[src/rtl/scr_defs.vh]
`ifndef SCR_DEFS_VH
`define SCR_DEFS_VH

// Register offsets
`define SCR_ADDR_OWN_LOCK 8'h00
`define SCR_ADDR_PEER 8'h01
`define SCR_ADDR_SPREAD_AUDIO 8'h02
`define SCR_ADDR_CAL_DIV 8'h03
`define SCR_ADDR_LOCK_LAST 8'h1f

// Field positions
`define SCR_OWN_ADDR_MSB 7
`define SCR_OWN_ADDR_LSB 1
`define SCR_LOCK_BIT 0
`define SCR_SPREAD_MSB 7
`define SCR_SPREAD_LSB 5
`define SCR_AUDIO_BIT 4
`define SCR_PIXEL_MSB 3
`define SCR_PIXEL_LSB 2
`define SCR_RATE_MSB 1
`define SCR_RATE_LSB 0
`define SCR_CAL_MSB 7
`define SCR_CAL_LSB 6
`define SCR_DIV_MSB 5
`define SCR_DIV_LSB 0

// Reset values
`define SCR_OWN_ADDR_RST 7'h40
`define SCR_LOCK_RST 1'b0
`define SCR_PEER_ADDR_RST 7'h48
`define SCR_AUDIO_RST 1'b1
`define SCR_PIXEL_RST 2'h3
`define SCR_RATE_RST 2'h3
`define SCR_CAL_RST 2'h0
`define SCR_DIV_RST 6'h00
`define SCR_SPREAD_OFF 3'h0
`define SCR_SPREAD_HALF 3'h1

// Range selector and calibration interval codes
`define SCR_RANGE_AUTO 2'h3
`define SCR_CAL_ONCE 2'h0
`define SCR_CAL_2MS 2'h1
`define SCR_CAL_16MS 2'h2
`define SCR_CAL_256MS 2'h3

// Timing
`define SCR_CLK_MHZ 250
`define SCR_CAL_2MS_US 2000
`define SCR_CAL_16MS_US 16000
`define SCR_CAL_256MS_US 256000
`define SCR_CAL_CNT_W 26

`endif

[src/rtl/scr_cal_timer.v]
`include "scr_defs.vh"

// Raises one calibration request on lock, then repeats at the chosen interval for codes 01, 10 and 11
module scr_cal_timer #(
    parameter CAL_CYCLES_2MS = `SCR_CAL_2MS_US * `SCR_CLK_MHZ,
    parameter CAL_CYCLES_16MS = `SCR_CAL_16MS_US * `SCR_CLK_MHZ,
    parameter CAL_CYCLES_256MS = `SCR_CAL_256MS_US * `SCR_CLK_MHZ
) (
    input wire clk_sys,
    input wire reset,
    input wire linkLocked,
    input wire [1:0] calInterval,
    output reg calRequest
);
    reg lockedPrev_q;
    reg [1:0] intervalPrev_q;
    reg [`SCR_CAL_CNT_W-1:0] count_q;
    reg [`SCR_CAL_CNT_W-1:0] period;

    // Period minus one for the selected interval
    always @* begin
        case (calInterval)
            `SCR_CAL_2MS: period = CAL_CYCLES_2MS[`SCR_CAL_CNT_W-1:0] - 1'b1;
            `SCR_CAL_16MS: period = CAL_CYCLES_16MS[`SCR_CAL_CNT_W-1:0] - 1'b1;
            `SCR_CAL_256MS: period = CAL_CYCLES_256MS[`SCR_CAL_CNT_W-1:0] - 1'b1;
            default: period = {`SCR_CAL_CNT_W{1'b0}};
        endcase
    end

    // Lock edge and interval counter; an interval change restarts the count
    always @(posedge clk_sys) begin
        if (reset) begin
            lockedPrev_q <= 1'b0;
            intervalPrev_q <= `SCR_CAL_RST;
            count_q <= {`SCR_CAL_CNT_W{1'b0}};
            calRequest <= 1'b0;
        end else begin
            lockedPrev_q <= linkLocked;
            intervalPrev_q <= calInterval;
            calRequest <= 1'b0;
            if (!linkLocked) begin
                count_q <= {`SCR_CAL_CNT_W{1'b0}};
            end else if (!lockedPrev_q) begin
                // once after lock
                calRequest <= 1'b1;
                count_q <= {`SCR_CAL_CNT_W{1'b0}};
            end else if (calInterval == `SCR_CAL_ONCE || calInterval != intervalPrev_q) begin
                count_q <= {`SCR_CAL_CNT_W{1'b0}};
            end else if (count_q == period) begin
                // periodic recalibration
                calRequest <= 1'b1;
                count_q <= {`SCR_CAL_CNT_W{1'b0}};
            end else begin
                count_q <= count_q + 1'b1;
            end
        end
    end
endmodule // scr_cal_timer

[src/rtl/scr_config_regs.v]
`include "scr_defs.vh"

// Functional notes
// Lock bit set makes addresses own_address_and_lock through 0x1F read only.
// Register one holds peer address in bits 7:1, default 1001000, bit 0 zero.
// Spread field decodes to none, 0.5, 1.5, 2, none, 1, 3, 4 percent.
// Spread field powers up as 000 or 001 from the two strap pins.
// Register two bit four enables the audio channel, default enabled.
// Pixel range 00, 01, 10 select fixed 12.5-25, 25-50, 50-104 MHz.
// Pixel range 11, the default, selects automatic range detection.
// Rate range 00, 01, 10 select fixed 0.5-1, 1-2, 2-3.12 Gbps.
// Rate range 11, the default, selects automatic rate detection.
// Calibration field 00, the default, calibrates modulation once after lock.
// Calibration field 01, 10, 11 repeat calibration every 2, 16, 256 ms.
// Sawtooth divider zero, the default, means automatic divider calibration.
// Nonzero sawtooth divider is used as the manual divider setting.
// Register zero holds own address bits 7:1, default 1000000, lock bit 0.
// Writes under lock are dropped; stored values still read back.
module scr_config_regs #(
    parameter CAL_CYCLES_2MS = `SCR_CAL_2MS_US * `SCR_CLK_MHZ,
    parameter CAL_CYCLES_16MS = `SCR_CAL_16MS_US * `SCR_CLK_MHZ,
    parameter CAL_CYCLES_256MS = `SCR_CAL_256MS_US * `SCR_CLK_MHZ
) (
    input wire clk_sys,
    input wire reset,
    input wire [7:0] regAddr,
    input wire regWrEn,
    input wire [7:0] regWrData,
    input wire regRdEn,
    output reg [7:0] regRdData,
    output reg regRdValid,
    output wire regLockedWindow,
    input wire [1:0] spreadStrapPins,
    input wire linkLockedPin,
    output wire [6:0] ownDeviceAddress,
    output wire configWriteLock,
    output wire [6:0] peerDeviceAddress,
    output wire [2:0] spreadDepth,
    output reg [5:0] spreadTenthsPercent,
    output reg spreadActive,
    output wire audioChannelEnable,
    output wire [1:0] pixelClockRange,
    output reg pixelRangeAuto,
    output reg [10:0] pixelMinTenthsMhz,
    output reg [10:0] pixelMaxTenthsMhz,
    output wire [1:0] serialRateRange,
    output reg serialRateAuto,
    output reg [8:0] rateMinCentiGbps,
    output reg [8:0] rateMaxCentiGbps,
    output wire [1:0] modulationCalibrationInterval,
    output wire modulationCalRequest,
    output wire [5:0] sawtoothDivider,
    output reg sawtoothAuto
);
    reg [6:0] ownAddr_q;
    reg lock_q;
    reg [6:0] peerAddr_q;
    reg [2:0] spread_q;
    reg audio_q;
    reg [1:0] pixel_q;
    reg [1:0] rate_q;
    reg [1:0] calInt_q;
    reg [5:0] div_q;
    reg [1:0] strapMeta_q;
    reg [1:0] strapSync_q;
    reg lockMeta_q;
    reg lockSync_q;
    reg strapLoaded_q;
    reg [7:0] rdMux;
    wire wrAllowed;

    // Pin inputs pass two flops before any logic reads them
    always @(posedge clk_sys) begin
        strapMeta_q <= spreadStrapPins;
        strapSync_q <= strapMeta_q;
        lockMeta_q <= linkLockedPin;
        lockSync_q <= lockMeta_q;
    end

    // lock covers own_address_and_lock-0x1F
    assign regLockedWindow = lock_q && (regAddr <= `SCR_ADDR_LOCK_LAST);
    // writes dropped under lock
    assign wrAllowed = regWrEn && !regLockedWindow;

    // Register storage; the strap load on the first cycle after reset wins
    always @(posedge clk_sys) begin
        if (reset) begin
            ownAddr_q <= `SCR_OWN_ADDR_RST;
            lock_q <= `SCR_LOCK_RST;
            peerAddr_q <= `SCR_PEER_ADDR_RST;
            spread_q <= `SCR_SPREAD_OFF;
            audio_q <= `SCR_AUDIO_RST;
            pixel_q <= `SCR_PIXEL_RST;
            rate_q <= `SCR_RATE_RST;
            calInt_q <= `SCR_CAL_RST;
            div_q <= `SCR_DIV_RST;
            strapLoaded_q <= 1'b0;
        end else begin
            strapLoaded_q <= 1'b1;
            if (!strapLoaded_q) begin
                // strap picks 000 or 001
                spread_q <= (strapSync_q != 2'h0) ? `SCR_SPREAD_HALF : `SCR_SPREAD_OFF;
            end else if (wrAllowed) begin
                if (regAddr == `SCR_ADDR_OWN_LOCK) begin
                    // own address and lock bit
                    ownAddr_q <= regWrData[`SCR_OWN_ADDR_MSB:`SCR_OWN_ADDR_LSB];
                    lock_q <= regWrData[`SCR_LOCK_BIT];
                end else if (regAddr == `SCR_ADDR_PEER) begin
                    // bit 0 not stored
                    peerAddr_q <= regWrData[`SCR_OWN_ADDR_MSB:`SCR_OWN_ADDR_LSB];
                end else if (regAddr == `SCR_ADDR_SPREAD_AUDIO) begin
                    spread_q <= regWrData[`SCR_SPREAD_MSB:`SCR_SPREAD_LSB];
                    // audio enable bit
                    audio_q <= regWrData[`SCR_AUDIO_BIT];
                    pixel_q <= regWrData[`SCR_PIXEL_MSB:`SCR_PIXEL_LSB];
                    rate_q <= regWrData[`SCR_RATE_MSB:`SCR_RATE_LSB];
                end else if (regAddr == `SCR_ADDR_CAL_DIV) begin
                    calInt_q <= regWrData[`SCR_CAL_MSB:`SCR_CAL_LSB];
                    div_q <= regWrData[`SCR_DIV_MSB:`SCR_DIV_LSB];
                end
            end
        end
    end

    // Read mux; unmapped addresses read zero
    always @* begin
        if (regAddr == `SCR_ADDR_OWN_LOCK) begin
            rdMux = {ownAddr_q, lock_q};
        end else if (regAddr == `SCR_ADDR_PEER) begin
            // reserved bit reads zero
            rdMux = {peerAddr_q, 1'b0};
        end else if (regAddr == `SCR_ADDR_SPREAD_AUDIO) begin
            rdMux = {spread_q, audio_q, pixel_q, rate_q};
        end else if (regAddr == `SCR_ADDR_CAL_DIV) begin
            rdMux = {calInt_q, div_q};
        end else begin
            rdMux = 8'h00;
        end
    end

    // Read data registered one cycle after the strobe
    always @(posedge clk_sys) begin
        if (reset) begin
            regRdData <= 8'h00;
            regRdValid <= 1'b0;
        end else begin
            regRdValid <= regRdEn;
            if (regRdEn) begin
                // locked values still readable
                regRdData <= rdMux;
            end
        end
    end

    // Raw field views
    assign ownDeviceAddress = ownAddr_q;
    assign configWriteLock = lock_q;
    assign peerDeviceAddress = peerAddr_q;
    assign spreadDepth = spread_q;
    assign audioChannelEnable = audio_q;
    assign pixelClockRange = pixel_q;
    assign serialRateRange = rate_q;
    assign modulationCalibrationInterval = calInt_q;
    assign sawtoothDivider = div_q;

    // Decoded settings held in flops so consumers see clean levels
    always @(posedge clk_sys) begin
        if (reset) begin
            spreadTenthsPercent <= 6'h00;
            spreadActive <= 1'b0;
            pixelRangeAuto <= 1'b1;
            pixelMinTenthsMhz <= 11'h000;
            pixelMaxTenthsMhz <= 11'h000;
            serialRateAuto <= 1'b1;
            rateMinCentiGbps <= 9'h000;
            rateMaxCentiGbps <= 9'h000;
            sawtoothAuto <= 1'b1;
        end else begin
            // spread depth decode
            case (spread_q)
                3'h1: spreadTenthsPercent <= 6'h05;
                3'h2: spreadTenthsPercent <= 6'h0f;
                3'h3: spreadTenthsPercent <= 6'h14;
                3'h5: spreadTenthsPercent <= 6'h0a;
                3'h6: spreadTenthsPercent <= 6'h1e;
                3'h7: spreadTenthsPercent <= 6'h28;
                default: spreadTenthsPercent <= 6'h00;
            endcase
            spreadActive <= (spread_q[1:0] != 2'h0);
            // pixel auto detect
            pixelRangeAuto <= (pixel_q == `SCR_RANGE_AUTO);
            // fixed pixel ranges
            case (pixel_q)
                2'h0: begin
                    pixelMinTenthsMhz <= 11'h07d;
                    pixelMaxTenthsMhz <= 11'h0fa;
                end
                2'h1: begin
                    pixelMinTenthsMhz <= 11'h0fa;
                    pixelMaxTenthsMhz <= 11'h1f4;
                end
                2'h2: begin
                    pixelMinTenthsMhz <= 11'h1f4;
                    pixelMaxTenthsMhz <= 11'h410;
                end
                default: begin
                    pixelMinTenthsMhz <= 11'h000;
                    pixelMaxTenthsMhz <= 11'h000;
                end
            endcase
            // rate auto detect
            serialRateAuto <= (rate_q == `SCR_RANGE_AUTO);
            // fixed rate ranges
            case (rate_q)
                2'h0: begin
                    rateMinCentiGbps <= 9'h032;
                    rateMaxCentiGbps <= 9'h064;
                end
                2'h1: begin
                    rateMinCentiGbps <= 9'h064;
                    rateMaxCentiGbps <= 9'h0c8;
                end
                2'h2: begin
                    rateMinCentiGbps <= 9'h0c8;
                    rateMaxCentiGbps <= 9'h138;
                end
                default: begin
                    rateMinCentiGbps <= 9'h000;
                    rateMaxCentiGbps <= 9'h000;
                end
            endcase
            // zero means auto divider
            // nonzero is manual setting
            sawtoothAuto <= (div_q == `SCR_DIV_RST);
        end
    end

    // calibration request timing
    scr_cal_timer #(
        .CAL_CYCLES_2MS(CAL_CYCLES_2MS),
        .CAL_CYCLES_16MS(CAL_CYCLES_16MS),
        .CAL_CYCLES_256MS(CAL_CYCLES_256MS)
    ) uCalTimer (
        .clk_sys(clk_sys),
        .reset(reset),
        .linkLocked(lockSync_q),
        .calInterval(calInt_q),
        .calRequest(modulationCalRequest)
    );
endmodule // scr_config_regs

[config.mk]
export PLATFORM = sky130hd
export DESIGN_NAME = scr_config_regs
export DESIGN_NICKNAME = d
export VERILOG_FILES = /design/src/rtl/scr_cal_timer.v /design/src/rtl/scr_config_regs.v
export VERILOG_INCLUDE_DIRS = /design/src /design/src/rtl
export SDC_FILE = /design/constraint.sdc
export NUM_CORES = 1
export LEC_CHECK = 0
export ABC_AREA = 1
export BUFFER_PORTS_ARGS = -buffer_cell sky130_fd_sc_hd__clkbuf_2
export CORE_ASPECT_RATIO = 1.75
export CORE_MARGIN = 1
export CORE_UTILIZATION = 24
export CTS_BUF_LIST = sky130_fd_sc_hd__clkbuf_4 sky130_fd_sc_hd__clkbuf_8
export DETAILED_ROUTE_END_ITERATION = 8
export PLACE_DENSITY = 0.47
export SKIP_LAST_GASP = 1
export SLEW_MARGIN = 20
export SYNTH_ARGS = -nofsm -noshare
export SYNTH_HDL_FRONTEND = slang
export SYNTH_SLANG_ARGS = --single-unit
[constraint.sdc]
create_clock -name clk_sys -period 2.49 [get_ports clk_sys]
set_input_delay 0 -clock clk_sys [delete_from_list [all_inputs] [get_ports clk_sys]]
set_output_delay 0 -clock clk_sys [all_outputs]
set_load 0.02 [all_outputs]
# --- After elaboration in Yosys (flattened, before gate mapping) ---
# Cells that the tools add are included.
word_totals:
  out_inout_bits: 92
  input_bits: 23
  word_cells: 98
  register_bits: 127
classes:
  order_cmp: 1
  addsub: 1
  n_reduce_logical: 18
  muxes: 20
  eq_ne: 24
  bitwise: 5
op_table:
  columns: ["cell", "count"]
  rows:
  - ["one-hot mux 26 bit (3 select lines)", 1]
  - ["one-hot mux 9 bit (3 select lines)", 2]
  - ["one-hot mux 6 bit (6 select lines)", 1]
  - ["one-hot mux 11 bit (3 select lines)", 1]
  - ["2-to-1 mux 8 bit", 4]
  - ["adder 26 x 1 -> 26 bit (second input constant)", 1]
  - ["== test 26 bit", 1]
  - ["one-hot mux 8 bit (3 select lines)", 1]
  - ["== test 8 x 2 -> 1 bit (second input constant)", 2]
  - ["2-to-1 mux 3 bit", 5]
  - ["== test 2 bit (second input constant)", 6]
  - ["== test 3 bit (second input constant)", 3]
  - ["== test 8 x 1 -> 1 bit (second input constant)", 1]
  - ["<= comparator 8 x 5 -> 1 bit (second input constant)", 1]
  - ["zero test 8 bit", 1]
  - ["AND reduction 4 bit", 2]
  - ["== test 2 x 1 -> 1 bit (second input constant)", 3]
  - ["== test 3 x 2 -> 1 bit (second input constant)", 2]
  - ["zero test 2 bit", 3]
  - ["zero test 6 bit", 1]
  - ["AND reduction 6 bit", 1]
  - ["2-to-1 mux 1 bit", 5]
  - ["NOT 1 bit", 5]
  - ["AND reduction 5 bit", 1]
  - ["other kinds (11)", 15]

# --- Logic depth before layout (Yosys ltp) ---
depth:
  depth_word: 6
  ltp_mapped: 13
  ltp_nobuf: 12

# --- By module ---
# A second synthesis with hierarchy kept.
hier_totals:
  cells_unflattened: 717
  area_unflattened_um2: 5081.1
by_module_without_submodules:
  columns: ["mod", "seq_area_each_um2", "cells_per_inst", "area_per_inst_um2", "n_inst"]
  rows:
  - ["scr_config_regs", 1401.3, 409, 3105.5, 1]
  - ["scr_cal_timer", 600.6, 308, 1975.6, 1]

# --- Worst setup path after synthesis ---
# OpenSTA, ideal clock, no wires.
synth_path:
  path_kind: "reg2reg"
  startpoint: "register calInt_q[0] (netlist: modulationCalibrationInterval[0])"
  endpoint: "register uCalTimer.count_q[10]"
  setup_ns: 0.116
  t_required_ns: 2.374
  path_buffers: 1
  t_arrival_ns: 1.816
  path_slack_ns: 0.558
  period_less_slack_ns: 1.932
  stages_incl_launch_ff: 12
  cell_sequence: "dfxtp_1 > inv_1 > ha_1 > nor2_1 > a21boi_0 > nor2_1 > nand2_1 > nor2_1 > nand3_1 > nand2_2 > buf_4 > nor2_1"
synth_between:
  elab_chain_len: 4
  elab_cells_between_ends: 9
  classes_between: "5 x eq/ne; 1 x mux; 3 x reduce/logical"
synth_lines:
  columns: ["item", "line_no", "text"]
  rows:
  - ["start, declared", "scr_config_regs.v:62", "reg [1:0] calInt_q;"]
  - ["start signal, assigned", "scr_config_regs.v:95", "calInt_q <= `SCR_CAL_RST;"]
  - ["start signal, assigned", "scr_config_regs.v:118", "calInt_q <= regWrData[`SCR_CAL_MSB:`SCR_CAL_LSB];"]
  - ["== test 2 bit / == test 2 x 1 -> 1 bit (equally long branches)", "scr_cal_timer.v:22", "case (calInterval)"]
  - ["one-hot mux 26 bit (3 select lines)", "scr_cal_timer.v:22", null]
  - ["== test 26 bit", "scr_cal_timer.v:49", "end else if (count_q == period) begin"]
  - ["OR reduction 5 bit (no source line) (*)", null, null]
  - ["end signal, assigned", "scr_cal_timer.v:48", "count_q <= {`SCR_CAL_CNT_W{1'b0}};"]
  - ["end signal, assigned", "scr_cal_timer.v:52", "count_q <= {`SCR_CAL_CNT_W{1'b0}};"]
  - ["end signal, assigned", "scr_cal_timer.v:54", "count_q <= count_q + 1'b1;"]
  - ["end, declared", "scr_cal_timer.v:17", "reg [`SCR_CAL_CNT_W-1:0] count_q;"]
# Every way passes the cells marked *; elsewhere a longest branch is shown, timed or not.
# A chain may end at the register's enable or synchronous reset.

# --- Final worst setup path ---
layout_path:
  startpoint: "register calInt_q[1] (netlist: modulationCalibrationInterval[1])"
  endpoint: "register uCalTimer.count_q[10]"
# The elaborated chain is that of the path after synthesis.

==> flow_summary.toml <==
[clock_tree]
cts_tree = "yes"
clkTransAtPathRegs_ns = 0.11
clockBufferDepth = 2
cts-resized-gates = 0
cts_buffers = 9
insertion_delay_ns = 0.38
cts_sinks = 100
htree_num_levels = 3
root_buffer = "clkbuf_8"

[timing]
relSlewSlack_pct = 56.7
period_share_pct = 85.6
fin_crit_ns = 2.13
fin_setup_tns_ns = 0
setup_viol_count_final = 0
grt_setup_unrepaired = "no"
fmax_mhz = 469
clock_skew_ns = 0.0135
finalMaxSlewViolations = 0
fin_ws_ns = 0.358
tightest_slew_ns = 0.646
hold_viol = 0

[finish]
fin_nets = 833
design_area_um2 = 5910
area_growth_pct = 19.8
diodes = 0
n_fill_cell = 2280
drive_gt1_share_pct = 19.6

[logic_synthesis]
synth_cells = 685
synth-edff-count = 0
synth.cell_area_um2 = 4930
yosysTopAreaCellShare_pct = 40.6
synth-seq-area-share_pct = 40.6
synth_warnings = 0
synth_top_cell_by_area = "dfxtp_1"
ys.flop_type = "dfxtp_1"
synth.avg_cell_area_um2 = 7.20
synth_cell_types = 39
synth_area_leaders = "dfxtp_1, nand2_1, nor2_1, inv_1, ha_1"
ys_ff_latch = 100
synth.most_common_cell = "nand2_1"
async_flop_share_pct = 0
synth_common_cells = "nand2_1, nor2_1, dfxtp_1"

[drt]
first_iter_violations = 154
antenna_left = 0
dr.pass1.iters = 4
drt_wl_total_um = 14900
wl_per_cell_um = 14.3
drc = 0
vias_per_cell = 4.27
vias = 4458

[critical_path]
reg2reg_depth = 11
critPathMaxFanout = 19
reg2reg_slack_ns = 0.36
crit_path_end_kind = "flop"
r2r-end = "uCalTimer.count_q[10]"
cp_cell_sequence = "inv_1, ha_1, o21ai_0, nand2_1, nand2_1, nand2_1, nor2_1, nand3_1, nand2_2, buf_12, nor2_1"
start_kind = "flop"
critPathRequiredTime_ns = 2.76
critPathArrivalTime_ns = 2.41
crit_path_frequent_cell = "nand2_1"
rr_startpoint = "modulationCalibrationInterval[1]"
cp-startpoint = "modulationCalibrationInterval[1]"
crit_slowest_cell = "dfxtp_1"
worstSetupEndpoint = "uCalTimer.count_q[10]"
cpPeakStageDelay_ns = 0.48
crit_type = "reg2reg"

[global_route]
antenna_found_initial = 0
grt_pass1_vias = 4462
grt_pass1_wl_um = 23500
track_usage_pct = 15.0
grt.overflow.total = 0
grt_max_degree = 37

[min_path]
holdPathStages = 4
hold_class = "in2reg"

[placed_design]
placed_cell_area_um2 = 5580
finalWeightedCongestion = 0.847
place_hpwl_um = 11900
pre_cts_slack_ns = 0.329
port_buffers = 106

[floorplanning]
die_w_um = 110
start_util_pct = 24.4
dieArea_um2 = 21200
core_area_um2 = 20200
die_h_um = 192
io-pin-count = 115
rows = 69

[power_and_ir_drop]
powerDensity_nw_per_um2 = 481
peakVddDrop_uv = 305
p_leak_nw = 2.72

[flow_run]
cap_violations = 0

[outcome]
status = "completed"
## repair_timing
| item | 4_1_cts | 5_1_grt |
|---|---|---|
| endpoints found under the hold margin | 37 | 0 |
| setup endpoints to repair | 0 | 0 |
| setup buffers | 0 | 0 |
| hold buffers | 14 | 0 |
## cell families (layout without fill, tap and decap cells)
logic type | count (synthesis) | in the layout | share of synthesized area, %
compound gates | 62 | 62 | 6.69
xor+xnor | 15 | 15 | 2.66
fa+ha+maj | 20 | 20 | 5.07
buf+inv | 132 | 235 | 12.8
flops | 100 | 100 | 40.6
other cells | 1 | 8 | 0.0760
simple gates | 355 | 355 | 32.1
## power by group
part	switching (mW)	total [mW]	internal, mW
registers	0.00774	1.62	1.61
logic	0.101	0.154	0.0532
clock network	0.574	1.07	0.498
total	0.683	2.85	2.16
## area by class of cell
cell class | count | area (µm²) | area share (%)
sequential | 100 | 2000 | 33.9
clock buffer | 12 | 146 | 2.48
timing repair buffer | 125 | 721 | 12.2
clock inverter | 4 | 50.0 | 0.846
tap | 248 | 310 | 5.25
multi-input combinational | 460 | 2330 | 39.4
inverter | 94 | 357 | 6.03
## routing by layer
| metal | GRT usage, % | share of wire [%] | vias up |
|---|---|---|---|
| li1 | - | - | 2293 |
| met1 | 14.6 | 36 | 2028 |
| met2 | 28.7 | 57 | 108 |
| met3 | 1.76 | 2.6 | 29 |
| met4 | 9.41 | 5.1 | 0 |
| met5 | 0 | 0 | - |
## worst min-delay path by stage
stage,startpoint,to
after floorplan,linkLockedPin,lockMeta_q
after global placement,spreadStrapPins[1],strapMeta_q[1]
after detailed placement,spreadStrapPins[0],strapMeta_q[0]
after CTS,regAddr[0],regRdData[0]
after global routing,regAddr[0],audioChannelEnable
final,regAddr[0],regRdData[0]
## layout by cell type (no fill, tap or decap), types with 2 or more instances in the layout
cell type,netlist,layout
a21oi_1,19,19
clkbuf_4,0,3
o21ai_1,5,5
nor2_8,2,2
clkbuf_8,0,9
o21ai_0,28,28
nand2_2,2,2
clkinv_2,1,2
nor2_4,2,2
nor2_2,5,5
clkinvlp_4,0,2
a31oi_1,4,4
xor2_1,13,13
dfxtp_1,100,100
nand4_1,4,4
o211ai_1,3,3
nand3b_1,3,3
xnor2_1,2,2
clkinv_1,2,2
nor3_1,9,9
nand2_4,3,3
nor2_1,133,133
or2_2,3,3
clkbuf_2,0,106
buf_4,29,4
nand3_1,41,41
ha_1,20,20
conb_1,1,8
nor4_1,3,3
dlygate4sd3_1,0,14
nor3_4,2,2
inv_2,2,2
nand3_2,3,3
nand2_1,138,138
inv_1,88,88
## sequential cells by signal, summed over array words and instances, names as in the netlist, 2 cells and up
register and count:
strapMeta_q 2, strapSync_q 2, modulationCalibrationInterval 2, pixelClockRange 2, rateMaxCentiGbps 6, spreadTenthsPercent 6
uCalTimer.intervalPrev_q 2, pixelMinTenthsMhz 6, serialRateRange 2, spreadDepth 3, ownDeviceAddress 7, regRdData 8
peerDeviceAddress 7, uCalTimer.count_q 26, sawtoothDivider 6
## through the flow
step / hold slack [ns] / util, % / power (mW) / cells
2_1_floorplan: 0.0277 / - / 1.75 / 692
3_3_place_gp: 0.105 / 27.6 / 1.80 / 1013
3_5_place_dp: 0.105 / 27.6 / 1.80 / 1013
4_1_cts: 0.0348 / 29.3 / 2.89 / 1043
5_1_grt: 0.0922 / 29.3 / 2.96 / 1043
6_report: 0.0476 / 29.3 / 2.85 / 1043
## critical path, delay by kind of cell (launching register included)
| family | cells | cell delay (ns) |
|---|---|---|
| simple gates | 7 | 0.69 |
| buf+inv | 2 | 0.36 |
| fa+ha+maj | 1 | 0.27 |
| flops | 1 | 0.48 |
| compound gates | 1 | 0.22 |
Power figures use the tool's default switching activity.
